--- config.mk ---
export PLATFORM = sky130hd
export DESIGN_NAME = absolute_position_tracker
export DESIGN_NICKNAME = d
export VERILOG_FILES = /design/src/rtl/abs_pos_pkg.sv /design/src/rtl/pos_track_if.sv /design/src/rtl/revolution_counter.sv /design/src/rtl/overload_timer.sv /design/src/rtl/absolute_position_tracker.sv
export SDC_FILE = /design/constraint.sdc
export NUM_CORES = 2
export LEC_CHECK = 0
export ABC_AREA = 1
export ABC_CLOCK_PERIOD_IN_PS = 7600
export BUFFER_PORTS_ARGS = -buffer_cell sky130_fd_sc_hd__buf_2
export CORE_UTILIZATION = 42
export DETAILED_ROUTE_END_ITERATION = 16
export GPL_TIMING_DRIVEN = 0
export PLACE_DENSITY_LB_ADDON = 0.15
export SETUP_SLACK_MARGIN = 0.5
export SLEW_MARGIN = 20
export SYNTH_ARGS = -nofsm -noshare
export SYNTH_HDL_FRONTEND = slang
export SYNTH_SLANG_ARGS = --single-unit
--- constraint.sdc ---
create_clock -name clk -period 7.6 [get_ports clk]
set_clock_uncertainty 0.05 [all_clocks]
set_input_delay 1.52 -clock clk [delete_from_list [all_inputs] [get_ports clk]]
set_output_delay 1.52 -clock clk [all_outputs]
set_load 0.005 [all_outputs]
--- src/rtl/abs_pos_pkg.sv ---
// Purpose: Shared constants and types of the absolute position tracker.
// Assumes: 200 MHz system clock.
// Notes:   Word addresses of the status table are 16-bit register indexes.
package abs_pos_pkg;

	// -------------------------------------------------------------------
	// Position format
	// -------------------------------------------------------------------
	localparam int          REV_W      = 16;
	localparam int          PULSE_W    = 17;
	localparam int          TOTAL_W    = 32;
	localparam int          PULSES_PER_REV = 131072;
	localparam logic [16:0] PULSE_MAX  = 17'h1FFFF;
	localparam logic [15:0] REV_MAX    = 16'h7FFF;
	localparam logic [15:0] REV_MIN    = 16'h8000;
	localparam logic [1:0]  QUAD_TOP   = 2'h3;
	localparam logic [1:0]  QUAD_BOT   = 2'h0;

	// -------------------------------------------------------------------
	// Communication status table
	// -------------------------------------------------------------------
	localparam int          ADDR_W           = 16;
	localparam int          DATA_W           = 16;
	localparam logic [15:0] ADDR_AFTER_GEAR  = 16'h0000;
	localparam logic [15:0] ADDR_BEFORE_GEAR = 16'h0024;
	localparam logic [15:0] ADDR_HI_OFS      = 16'h0001;
	localparam logic [15:0] COORD_INIT_VAL   = 16'h0001;
	localparam int          GEAR_W           = 16;
	localparam int          SHIFT_W          = 5;

	// -------------------------------------------------------------------
	// Overload timing
	// -------------------------------------------------------------------
	localparam int  CLK_HZ        = 200_000_000;
	localparam int  MS_PER_S      = 1000;
	localparam int  MS_CYCLES     = CLK_HZ / MS_PER_S;
	localparam real TRIP_SMALL_S  = 2.46;
	localparam real TRIP_MID_S    = 3.33;
	localparam real TRIP_80_S     = 5.51;
	localparam int  TRIP_SMALL_MS = int'($floor(TRIP_SMALL_S * MS_PER_S + 0.5));
	localparam int  TRIP_MID_MS   = int'($floor(TRIP_MID_S * MS_PER_S + 0.5));
	localparam int  TRIP_80_MS    = int'($floor(TRIP_80_S * MS_PER_S + 0.5));
	localparam int  MS_W          = 13;

	typedef enum logic [1:0] {FRAME_SMALL, FRAME_MID, FRAME_80} frame_t;

endpackage

--- src/rtl/pos_track_if.sv ---
// Purpose: Carries the turn count and single-turn position between modules.
// Assumes: One clock domain.
// Notes:   The owner requests a new origin with a one-cycle rezero pulse.
`timescale 1ns/10ps
interface pos_track_if;
	logic signed [15:0] rev;
	logic [16:0]        pulse;
	logic               overflow;
	logic               rezero;

	modport counter (output rev, output pulse, output overflow, input rezero);
	modport owner   (input rev, input pulse, input overflow, output rezero);
endinterface

--- src/rtl/revolution_counter.sv ---
// Purpose: Multi-turn revolution count from a 17-bit single-turn encoder.
// Assumes: The encoder moves less than a quarter turn between samples.
// Notes:   Overflow latches until a new origin; the count stops at its limit and counts back on reversal.
`timescale 1ns/10ps
module revolution_counter
	import abs_pos_pkg::*;
(
	input  wire logic               clk,
	input  wire logic               reset,
	input  wire logic [16:0]        enc_pulse,
	input  wire logic               enc_valid,
	pos_track_if.counter            pos
);
	logic [16:0]        offset_q;
	logic [16:0]        rel;
	logic signed [15:0] rev_q;
	logic [16:0]        pulse_q;
	logic               ovf_q;
	logic               wrap_up;
	logic               wrap_dn;
	logic               ovf_set;

	// Position relative to the origin wraps naturally at one turn.
	assign rel     = enc_pulse - offset_q;
	assign wrap_up = (pulse_q[16:15] == QUAD_TOP) && (rel[16:15] == QUAD_BOT);
	assign wrap_dn = (pulse_q[16:15] == QUAD_BOT) && (rel[16:15] == QUAD_TOP);
	// A limit crossing in the rezero cycle still latches, so no overflow is lost.
	assign ovf_set = enc_valid && ((wrap_up && rev_q == $signed(REV_MAX))
		|| (wrap_dn && rev_q == $signed(REV_MIN)));

	always_ff @(posedge clk or posedge reset) begin
		if (reset) begin
			offset_q <= '0;
		end else if (pos.rezero) begin
			offset_q <= enc_pulse;
		end
	end

	always_ff @(posedge clk or posedge reset) begin
		if (reset) begin
			pulse_q <= '0;
		end else if (pos.rezero) begin
			pulse_q <= '0;
		end else if (enc_valid) begin
			pulse_q <= rel;
		end
	end

	always_ff @(posedge clk or posedge reset) begin
		if (reset) begin
			rev_q <= '0;
			ovf_q <= 1'b0;
		end else if (pos.rezero) begin
			rev_q <= '0;
			ovf_q <= ovf_set;
		end else if (enc_valid && wrap_up) begin
			if (rev_q == $signed(REV_MAX)) begin
				ovf_q <= 1'b1;
			end else begin
				rev_q <= rev_q + 16'sh0001;
			end
		end else if (enc_valid && wrap_dn) begin
			if (rev_q == $signed(REV_MIN)) begin
				ovf_q <= 1'b1;
			end else begin
				rev_q <= rev_q - 16'sh0001;
			end
		end
	end

	assign pos.rev      = rev_q;
	assign pos.pulse    = pulse_q;
	assign pos.overflow = ovf_q;
endmodule

--- src/rtl/overload_timer.sv ---
// Purpose: Trips after continuous 300 percent load for a frame's time.
// Assumes: Load comparison is done outside and arrives as one level.
// Notes:   Dropping the load restarts the time; the trip holds until reset.
`timescale 1ns/10ps
module overload_timer
	import abs_pos_pkg::*;
#(
	parameter int MS_TICKS = MS_CYCLES
)(
	input  wire logic   clk,
	input  wire logic   reset,
	input  wire logic   load_over_300,
	input  wire frame_t frame,
	output logic        trip_q
);
	logic [17:0]     div_q;
	logic            tick;
	logic [MS_W-1:0] ms_q;

	function automatic logic [MS_W-1:0] trip_ms(input frame_t f);
		unique case (f)
			FRAME_SMALL: trip_ms = MS_W'(TRIP_SMALL_MS);
			FRAME_MID:   trip_ms = MS_W'(TRIP_MID_MS);
			FRAME_80:    trip_ms = MS_W'(TRIP_80_MS);
			default:     trip_ms = MS_W'(TRIP_SMALL_MS);
		endcase
	endfunction

	assign tick = (div_q == 18'(MS_TICKS - 1));

	always_ff @(posedge clk or posedge reset) begin
		if (reset) begin
			div_q <= '0;
		end else if (!load_over_300 || tick) begin
			div_q <= '0;
		end else begin
			div_q <= div_q + 18'h00001;
		end
	end

	always_ff @(posedge clk or posedge reset) begin
		if (reset) begin
			ms_q   <= '0;
			trip_q <= 1'b0;
		end else if (!load_over_300) begin
			ms_q <= '0;
		end else if (tick) begin
			ms_q <= ms_q + 13'h0001;
			if (ms_q + 13'h0001 >= trip_ms(frame)) begin
				trip_q <= 1'b1;
			end
		end
	end
endmodule

--- src/rtl/absolute_position_tracker.sv ---
// Purpose: Absolute multi-turn position tracking and its alarms for a servo drive.
// Assumes: Reset stands for a power cycle; encoder and battery inputs are synchronous.
// Notes:   Status words are read through a one-word read port with word addresses.
//
// Notes on behaviour
// - Turn count limited -32768..32767, overflow alarms.
// - One turn is 131072 pulses, 17 bits.
// - Total equals turns times 131072 plus pulse for turns -16384..16383.
// - Absolute mode with incremental motor raises alarm.
// - Low backup battery raises battery low alarm.
// - Battery below 2.45 V loses stored position.
// - Absolute mode takes effect only after restart.
// - First absolute power-on raises battery loss alarm.
// - No valid origin at power-on: position lost.
// - Coordinate init write of 1 sets origin.
// - Program mode origin return resets coordinates.
// - Lost or overflowed position is invalid until homed.
// - Word 0x0000 holds gear-scaled feedback, two words.
// - Word 0x0024 holds unscaled feedback, two words.
// - Smallest frame trips after 2.46 s at 300%.
// - 80 mm frame trips after 5.51 s at 300%.
`timescale 1ns/10ps
module absolute_position_tracker
	import abs_pos_pkg::*;
#(
	parameter int MS_TICKS = abs_pos_pkg::MS_CYCLES
)(
	input  wire logic                           clk,
	input  wire logic                           reset,
	input  wire logic [abs_pos_pkg::PULSE_W-1:0] enc_pulse,
	input  wire logic                           enc_valid,
	input  wire logic                           motor_is_absolute,
	input  wire logic                           absolute_system_enable_param,
	input  wire logic                           backup_data_invalid,
	input  wire logic                           origin_valid,
	input  wire logic                           battery_low,
	input  wire logic                           battery_below_min,
	input  wire logic                           coord_init_param_wr,
	input  wire logic [abs_pos_pkg::DATA_W-1:0]  coord_init_param,
	input  wire logic                           internal_position_program_mode,
	input  wire logic                           origin_return_done,
	input  wire logic                           load_over_300,
	input  wire abs_pos_pkg::frame_t            frame,
	input  wire logic [abs_pos_pkg::GEAR_W-1:0]  gear_num,
	input  wire logic [abs_pos_pkg::SHIFT_W-1:0] gear_shift,
	input  wire logic                           reg_rd,
	input  wire logic [abs_pos_pkg::ADDR_W-1:0]  reg_addr,
	output logic [abs_pos_pkg::DATA_W-1:0]       reg_rdata,
	output logic                                reg_rvalid,
	output logic                                reg_err,
	output logic                                abs_mode,
	output logic                                revolution_overflow_alarm,
	output logic                                wrong_motor_type_alarm,
	output logic                                battery_low_alarm,
	output logic                                encoder_battery_loss_alarm,
	output logic                                position_lost_alarm,
	output logic                                position_valid,
	output logic                                overload_trip
);
	import abs_pos_pkg::*;

	pos_track_if pos ();

	logic                      started_q;
	logic                      abs_mode_q;
	logic                      active;
	logic                      init_done_q;
	logic                      wrong_motor_q;
	logic                      batt_low_q;
	logic                      batt_loss_q;
	logic                      lost_q;
	logic                      rezero_q;
	logic                      origin_set;
	logic                      valid_q;
	logic signed [TOTAL_W-1:0] total_q;
	logic signed [TOTAL_W-1:0] geared_q;
	logic signed [47:0]        product;
	logic [DATA_W-1:0]         rdata_q;
	logic [DATA_W-1:0]         hi_snap_q;
	logic                      rvalid_q;
	logic                      err_q;

	// ---------------------------------------------------------------------
	// Position counting and overload timing
	// ---------------------------------------------------------------------
	revolution_counter u_count (
		.clk       (clk),
		.reset     (reset),
		.enc_pulse (enc_pulse),
		.enc_valid (enc_valid),
		.pos       (pos.counter)
	);

	overload_timer #(
		.MS_TICKS (MS_TICKS)
	) u_overload (
		.clk           (clk),
		.reset         (reset),
		.load_over_300 (load_over_300),
		.frame         (frame),
		.trip_q        (overload_trip)
	);

	// ---------------------------------------------------------------------
	// Start-up capture of the absolute mode setting
	// ---------------------------------------------------------------------
	// The parameter is only looked at once after reset release, so a write
	// while running changes nothing until the next restart.
	always_ff @(posedge clk or posedge reset) begin
		if (reset) begin
			started_q  <= 1'b0;
			abs_mode_q <= 1'b0;
		end else if (!started_q) begin
			started_q  <= 1'b1;
			abs_mode_q <= absolute_system_enable_param;
		end
	end

	assign active = started_q && abs_mode_q;

	// ---------------------------------------------------------------------
	// Alarms
	// ---------------------------------------------------------------------
	always_ff @(posedge clk or posedge reset) begin
		if (reset) begin
			wrong_motor_q <= 1'b0;
		end else if (active && !motor_is_absolute) begin
			wrong_motor_q <= 1'b1;
		end
	end

	always_ff @(posedge clk or posedge reset) begin
		if (reset) begin
			batt_low_q <= 1'b0;
		end else if (active && battery_low) begin
			batt_low_q <= 1'b1;
		end
	end

	// Loss of backup data is only cleared by a power cycle.
	always_ff @(posedge clk or posedge reset) begin
		if (reset) begin
			batt_loss_q <= 1'b0;
		end else if (active && battery_below_min) begin
			batt_loss_q <= 1'b1;
		end else if (active && backup_data_invalid && !init_done_q) begin
			batt_loss_q <= 1'b1;
		end
	end

	assign origin_set = (coord_init_param_wr && coord_init_param == COORD_INIT_VAL)
		|| (internal_position_program_mode && origin_return_done);

	// A battery drop below minimum in the same cycle as an origin request wins, because the
	// encoder data behind that origin cannot be trusted.
	always_ff @(posedge clk or posedge reset) begin
		if (reset) begin
			lost_q <= 1'b0;
		end else if (active && battery_below_min) begin
			lost_q <= 1'b1;
		end else if (active && origin_set) begin
			lost_q <= 1'b0;
		end else if (active && !origin_valid && !init_done_q) begin
			lost_q <= 1'b1;
		end
	end

	// Marks that the power-on origin check has been made once.
	always_ff @(posedge clk or posedge reset) begin
		if (reset) begin
			init_done_q <= 1'b0;
		end else if (active) begin
			init_done_q <= 1'b1;
		end
	end

	always_ff @(posedge clk or posedge reset) begin
		if (reset) begin
			rezero_q <= 1'b0;
		end else begin
			rezero_q <= active && origin_set;
		end
	end

	assign pos.rezero = rezero_q;

	// ---------------------------------------------------------------------
	// Position value
	// ---------------------------------------------------------------------
	always_ff @(posedge clk or posedge reset) begin
		if (reset) begin
			valid_q <= 1'b0;
		end else begin
			valid_q <= active && !lost_q && !pos.overflow && !batt_loss_q;
		end
	end

	// Turns outside -16384..16383 do not fit 32 bits and wrap; the
	// overflow alarm only guards the 16-bit turn range.
	always_ff @(posedge clk or posedge reset) begin
		if (reset) begin
			total_q <= '0;
		end else begin
			total_q <= TOTAL_W'({pos.rev, pos.pulse});
		end
	end

	assign product = 48'(total_q) * $signed({1'b0, gear_num});

	always_ff @(posedge clk or posedge reset) begin
		if (reset) begin
			geared_q <= '0;
		end else begin
			geared_q <= TOTAL_W'(product >>> gear_shift);
		end
	end

	// ---------------------------------------------------------------------
	// Status table read port
	// ---------------------------------------------------------------------
	// Reading the low word freezes the high word of the same value so that
	// a two-word read is coherent; read low first.
	always_ff @(posedge clk or posedge reset) begin
		if (reset) begin
			rdata_q   <= '0;
			hi_snap_q <= '0;
			rvalid_q  <= 1'b0;
			err_q     <= 1'b0;
		end else begin
			rvalid_q <= reg_rd;
			err_q    <= 1'b0;
			if (reg_rd) begin
				unique case (reg_addr)
					ADDR_AFTER_GEAR: begin
						rdata_q   <= geared_q[15:0];
						hi_snap_q <= geared_q[31:16];
					end
					ADDR_AFTER_GEAR + ADDR_HI_OFS: begin
						rdata_q <= hi_snap_q;
					end
					ADDR_BEFORE_GEAR: begin
						rdata_q   <= total_q[15:0];
						hi_snap_q <= total_q[31:16];
					end
					ADDR_BEFORE_GEAR + ADDR_HI_OFS: begin
						rdata_q <= hi_snap_q;
					end
					default: begin
						rdata_q <= '0;
						err_q   <= 1'b1;
					end
				endcase
			end
		end
	end

	// ---------------------------------------------------------------------
	// Outputs
	// ---------------------------------------------------------------------
	assign reg_rdata                  = rdata_q;
	assign reg_rvalid                 = rvalid_q;
	assign reg_err                    = err_q;
	assign abs_mode                   = abs_mode_q;
	assign revolution_overflow_alarm  = pos.overflow;
	assign wrong_motor_type_alarm     = wrong_motor_q;
	assign battery_low_alarm          = batt_low_q;
	assign encoder_battery_loss_alarm = batt_loss_q;
	assign position_lost_alarm        = lost_q;
	assign position_valid             = valid_q;
endmodule

==> metrics.txt <==
WHS Path Cells 0; warnings from Yosys 0; Slew Limit Headroom 48.5%; post-route setup slack 0.583 ns; gr ovfl total 0; Synthesized Nets 4812; non-filler instance count after layout 5218; FFs w/ async S/R, synth 100%; worst min-delay path class reg -> reg; initial antenna violation count 1; CTS tree done; routed vias/inst 5.20; Max Cap Viol 0; Via Count 27100; CP required 7.86 ns; Worst Path Buf+Inv 7; pre-CTS WS -1.18 ns; Top cell by count, worst path fa_1; Worst Tran Pin Value 0.767 ns; Nets 4983; critical path data arrival time 7.28 ns; Final Critical Period 7.02 ns; Placer Congestion 1.03; ant diodes 0; vias in the first global route 27400; # rows 98; first-pass GRT wire length 160 mm; Bufs on Longest Clock Path 2; f_max 143 MHz; DRC violation total after the first TritonRoute iteration 2078; ANT nets after route 0; most common cell after layout, fill and taps aside nand2_1; Reg2Reg Capture Point geared_q[14]$_DFF_PP0_; Netlist cell types 55; Crit Path Max Fanout 5; Post-Syn Area 0.0304 mm^2; TritonCTS Buffers 17; commonest non-fill, non-tap cells in the layout nand2_1 (1189), inv_1 (772), fa_1 (471); DIE WIDTH 271 um; Die Area 0.0735 mm^2; Startpoint Class input port; Core Util, Final 49.9%; Hold Crit Start u_count.pos.pulse[11]$_DFFE_PP0P_; Top-Level Pins 112; Reg2Reg Setup Slack 0.70 ns; Setup Viol. Count Final 0; DRC viols 0; worst r2r src total_q[17]$_DFF_PP0_; RSZ-0062 raised after global routing yes; top-area cell type share of the netlist area 32.0%; root buffer cell clkbuf_16; Synth area leader fa_1; Routed WL per cell 19.9 um; Seq/Total Area, Yosys 15.6%; synth-to-layout area growth 17.6%; cells after synthesis 4084; largest net degree at the start of global routing 73; core footprint 0.0716 mm^2; CTS Sinks 190; number of flops mapped to enable cells by yosys 0; register bit total from synthesis 190; Final Routed Wirelength 104 mm; clock latency at the later pin of the worst-skew pair 0.47 ns; CP delay by family, top adder cells; I/O Buffers 109; Final HPWL DP 85.9 mm; clk slew on worst S/H paths 0.08 ns; Area contributors post-synth fa_1 (32%), nand2_1 (16%), dfrtp_1 (16%), inv_1 (9.7%), ha_1 (6.4%); period utilization 92.3%; GRT Util Overall 29.0%; worst reg2reg path depth 28; slowest cell delay on critical path 0.61 ns; CP Class in -> reg; drt pass-1 iters 6; Hold Path End total_q[11]$_DFF_PP0_; status complete, no violations; Hold Violations, Final 0; Slowest-stage cell, CP fa_2; placed insts 5145; Final Max Slew Viols 0; proportion of layout cells with a drive suffix above 1 17.1%; crit path capture type flip-flop; Die H 271 um; H-tree Lvls 4; Avg Synthesized Cell Area 7.45 um^2; Starting Density 42.5%; Most used DFF post-synth dfrtp_1
-- stage by stage --
stage | hold WS, ns | TNS, ns | cell area (um^2)
finish | 0.332 | 0 | 35800
global placement | 0.310 | -300.65 | 32100
CTS | 0.333 | 0 | 34000
floorplan | 0.304 | 0 | 30400
detailed placement | 0.314 | -32.79 | 32200
global route | 0.345 | 0 | 35800
-- cell type report --
type | instances | area, um^2
fillers | 7183 | 35900
repair buffers | 152 | 1110
inverters | 800 | 3020
clock buffers | 17 | 425
clock inverters | 15 | 203
multi-input cells | 2916 | 23700
well taps | 950 | 1190
flip-flops and latches | 190 | 4750
plain buffers | 178 | 1300
-- registers in the layout (all words and copies together) (netlist names), 13 cells and up --
| signal | count |
|---|---|
| geared_q | 32 |
| hi_snap_q | 16 |
| reg_rdata | 16 |
| total_q | 32 |
| u_count.offset_q | 17 |
| u_count.pos.pulse | 17 |
| u_count.pos.rev | 16 |
| u_overload.div_q | 18 |
| u_overload.ms_q | 13 |
-- worst max path at each step --
stage	from	end	depth (start not counted)
after global routing	gear_num[4]	geared_q[30]$_DFF_PP0_	32
after detailed placement	gear_num[4]	geared_q[21]$_DFF_PP0_	29
final	gear_num[4]	geared_q[18]$_DFF_PP0_	27
after global placement	reset	reg_rdata[7]$_DFFE_PP0P_	2
after CTS	gear_num[5]	geared_q[30]$_DFF_PP0_	32
after floorplan	gear_num[4]	geared_q[23]$_DFF_PP0_	25
-- layer usage --
layer | vias up | wire (um) | global-route usage (%)
li1 | 12700 | - | -
met1 | 13300 | 44500 | 39.2
met2 | 889 | 46600 | 44.9
met3 | 151 | 9360 | 7.85
met4 | 0 | 3570 | 9.67
met5 | - | 0 | 0
-- cells by family (layout without fill, tap and decap cells) --
kind of cell	Yosys count	count (layout)	synth area share [%]
compound gates	284	284	5.49
xor+xnor	40	40	1.20
fa+ha+maj	642	642	38.4
buf+inv	978	1162	12.3
flops	190	190	15.6
mux	10	10	0.354
other cells	1	1	0.0123
simple gates	1939	1939	26.6
-- cells in the mapped netlist, types with 3 or more instances --
library cell and n:
inv_1 789, nor4_1 12, nand3_1 368, dfrtp_1 190, or2_2 10, o22ai_1 13, and3_1 3, o21bai_1 8
nand3b_1 9, ha_1 156, a21o_1 3, xnor2_1 15, nor2_1 158, nand2_2 6, buf_2 19, mux2_2 6
a21oi_1 100, xor2_1 23, o211ai_1 20, inv_2 5, nand2_1 1299, a22o_1 17, fa_1 486, o21ai_2 13
nand4_1 36, nor2_2 5, o21ai_0 84, a31oi_1 3, o21ai_1 11, clkbuf_1 142, nor3_2 3, o31ai_1 3
clkinv_1 5, nand3_2 8, mux2i_1 4, nor3_1 14, buf_1 13
-- worst reg2reg max path, delay by kind of cell (launching register included) --
kind	cells	cell delay, ns
buffers and inverters	4	1.09
adder cells (fa/ha/maj)	7	3.47
AND/OR/NAND/NOR	17	1.86
flip-flops	1	0.32
-- what timing repair did --
item,4_1_cts,5_1_grt
pin swaps,24,172
resized for setup,289,437
cloned,0,2
endpoints found under the hold margin,0,0
hold buffers,0,0
endpoints found under the setup margin,32,32
setup buffers,11,28
Power is not shown: default switching activity piles up to over one toggle a cycle in this logic, so the estimate is an artifact.
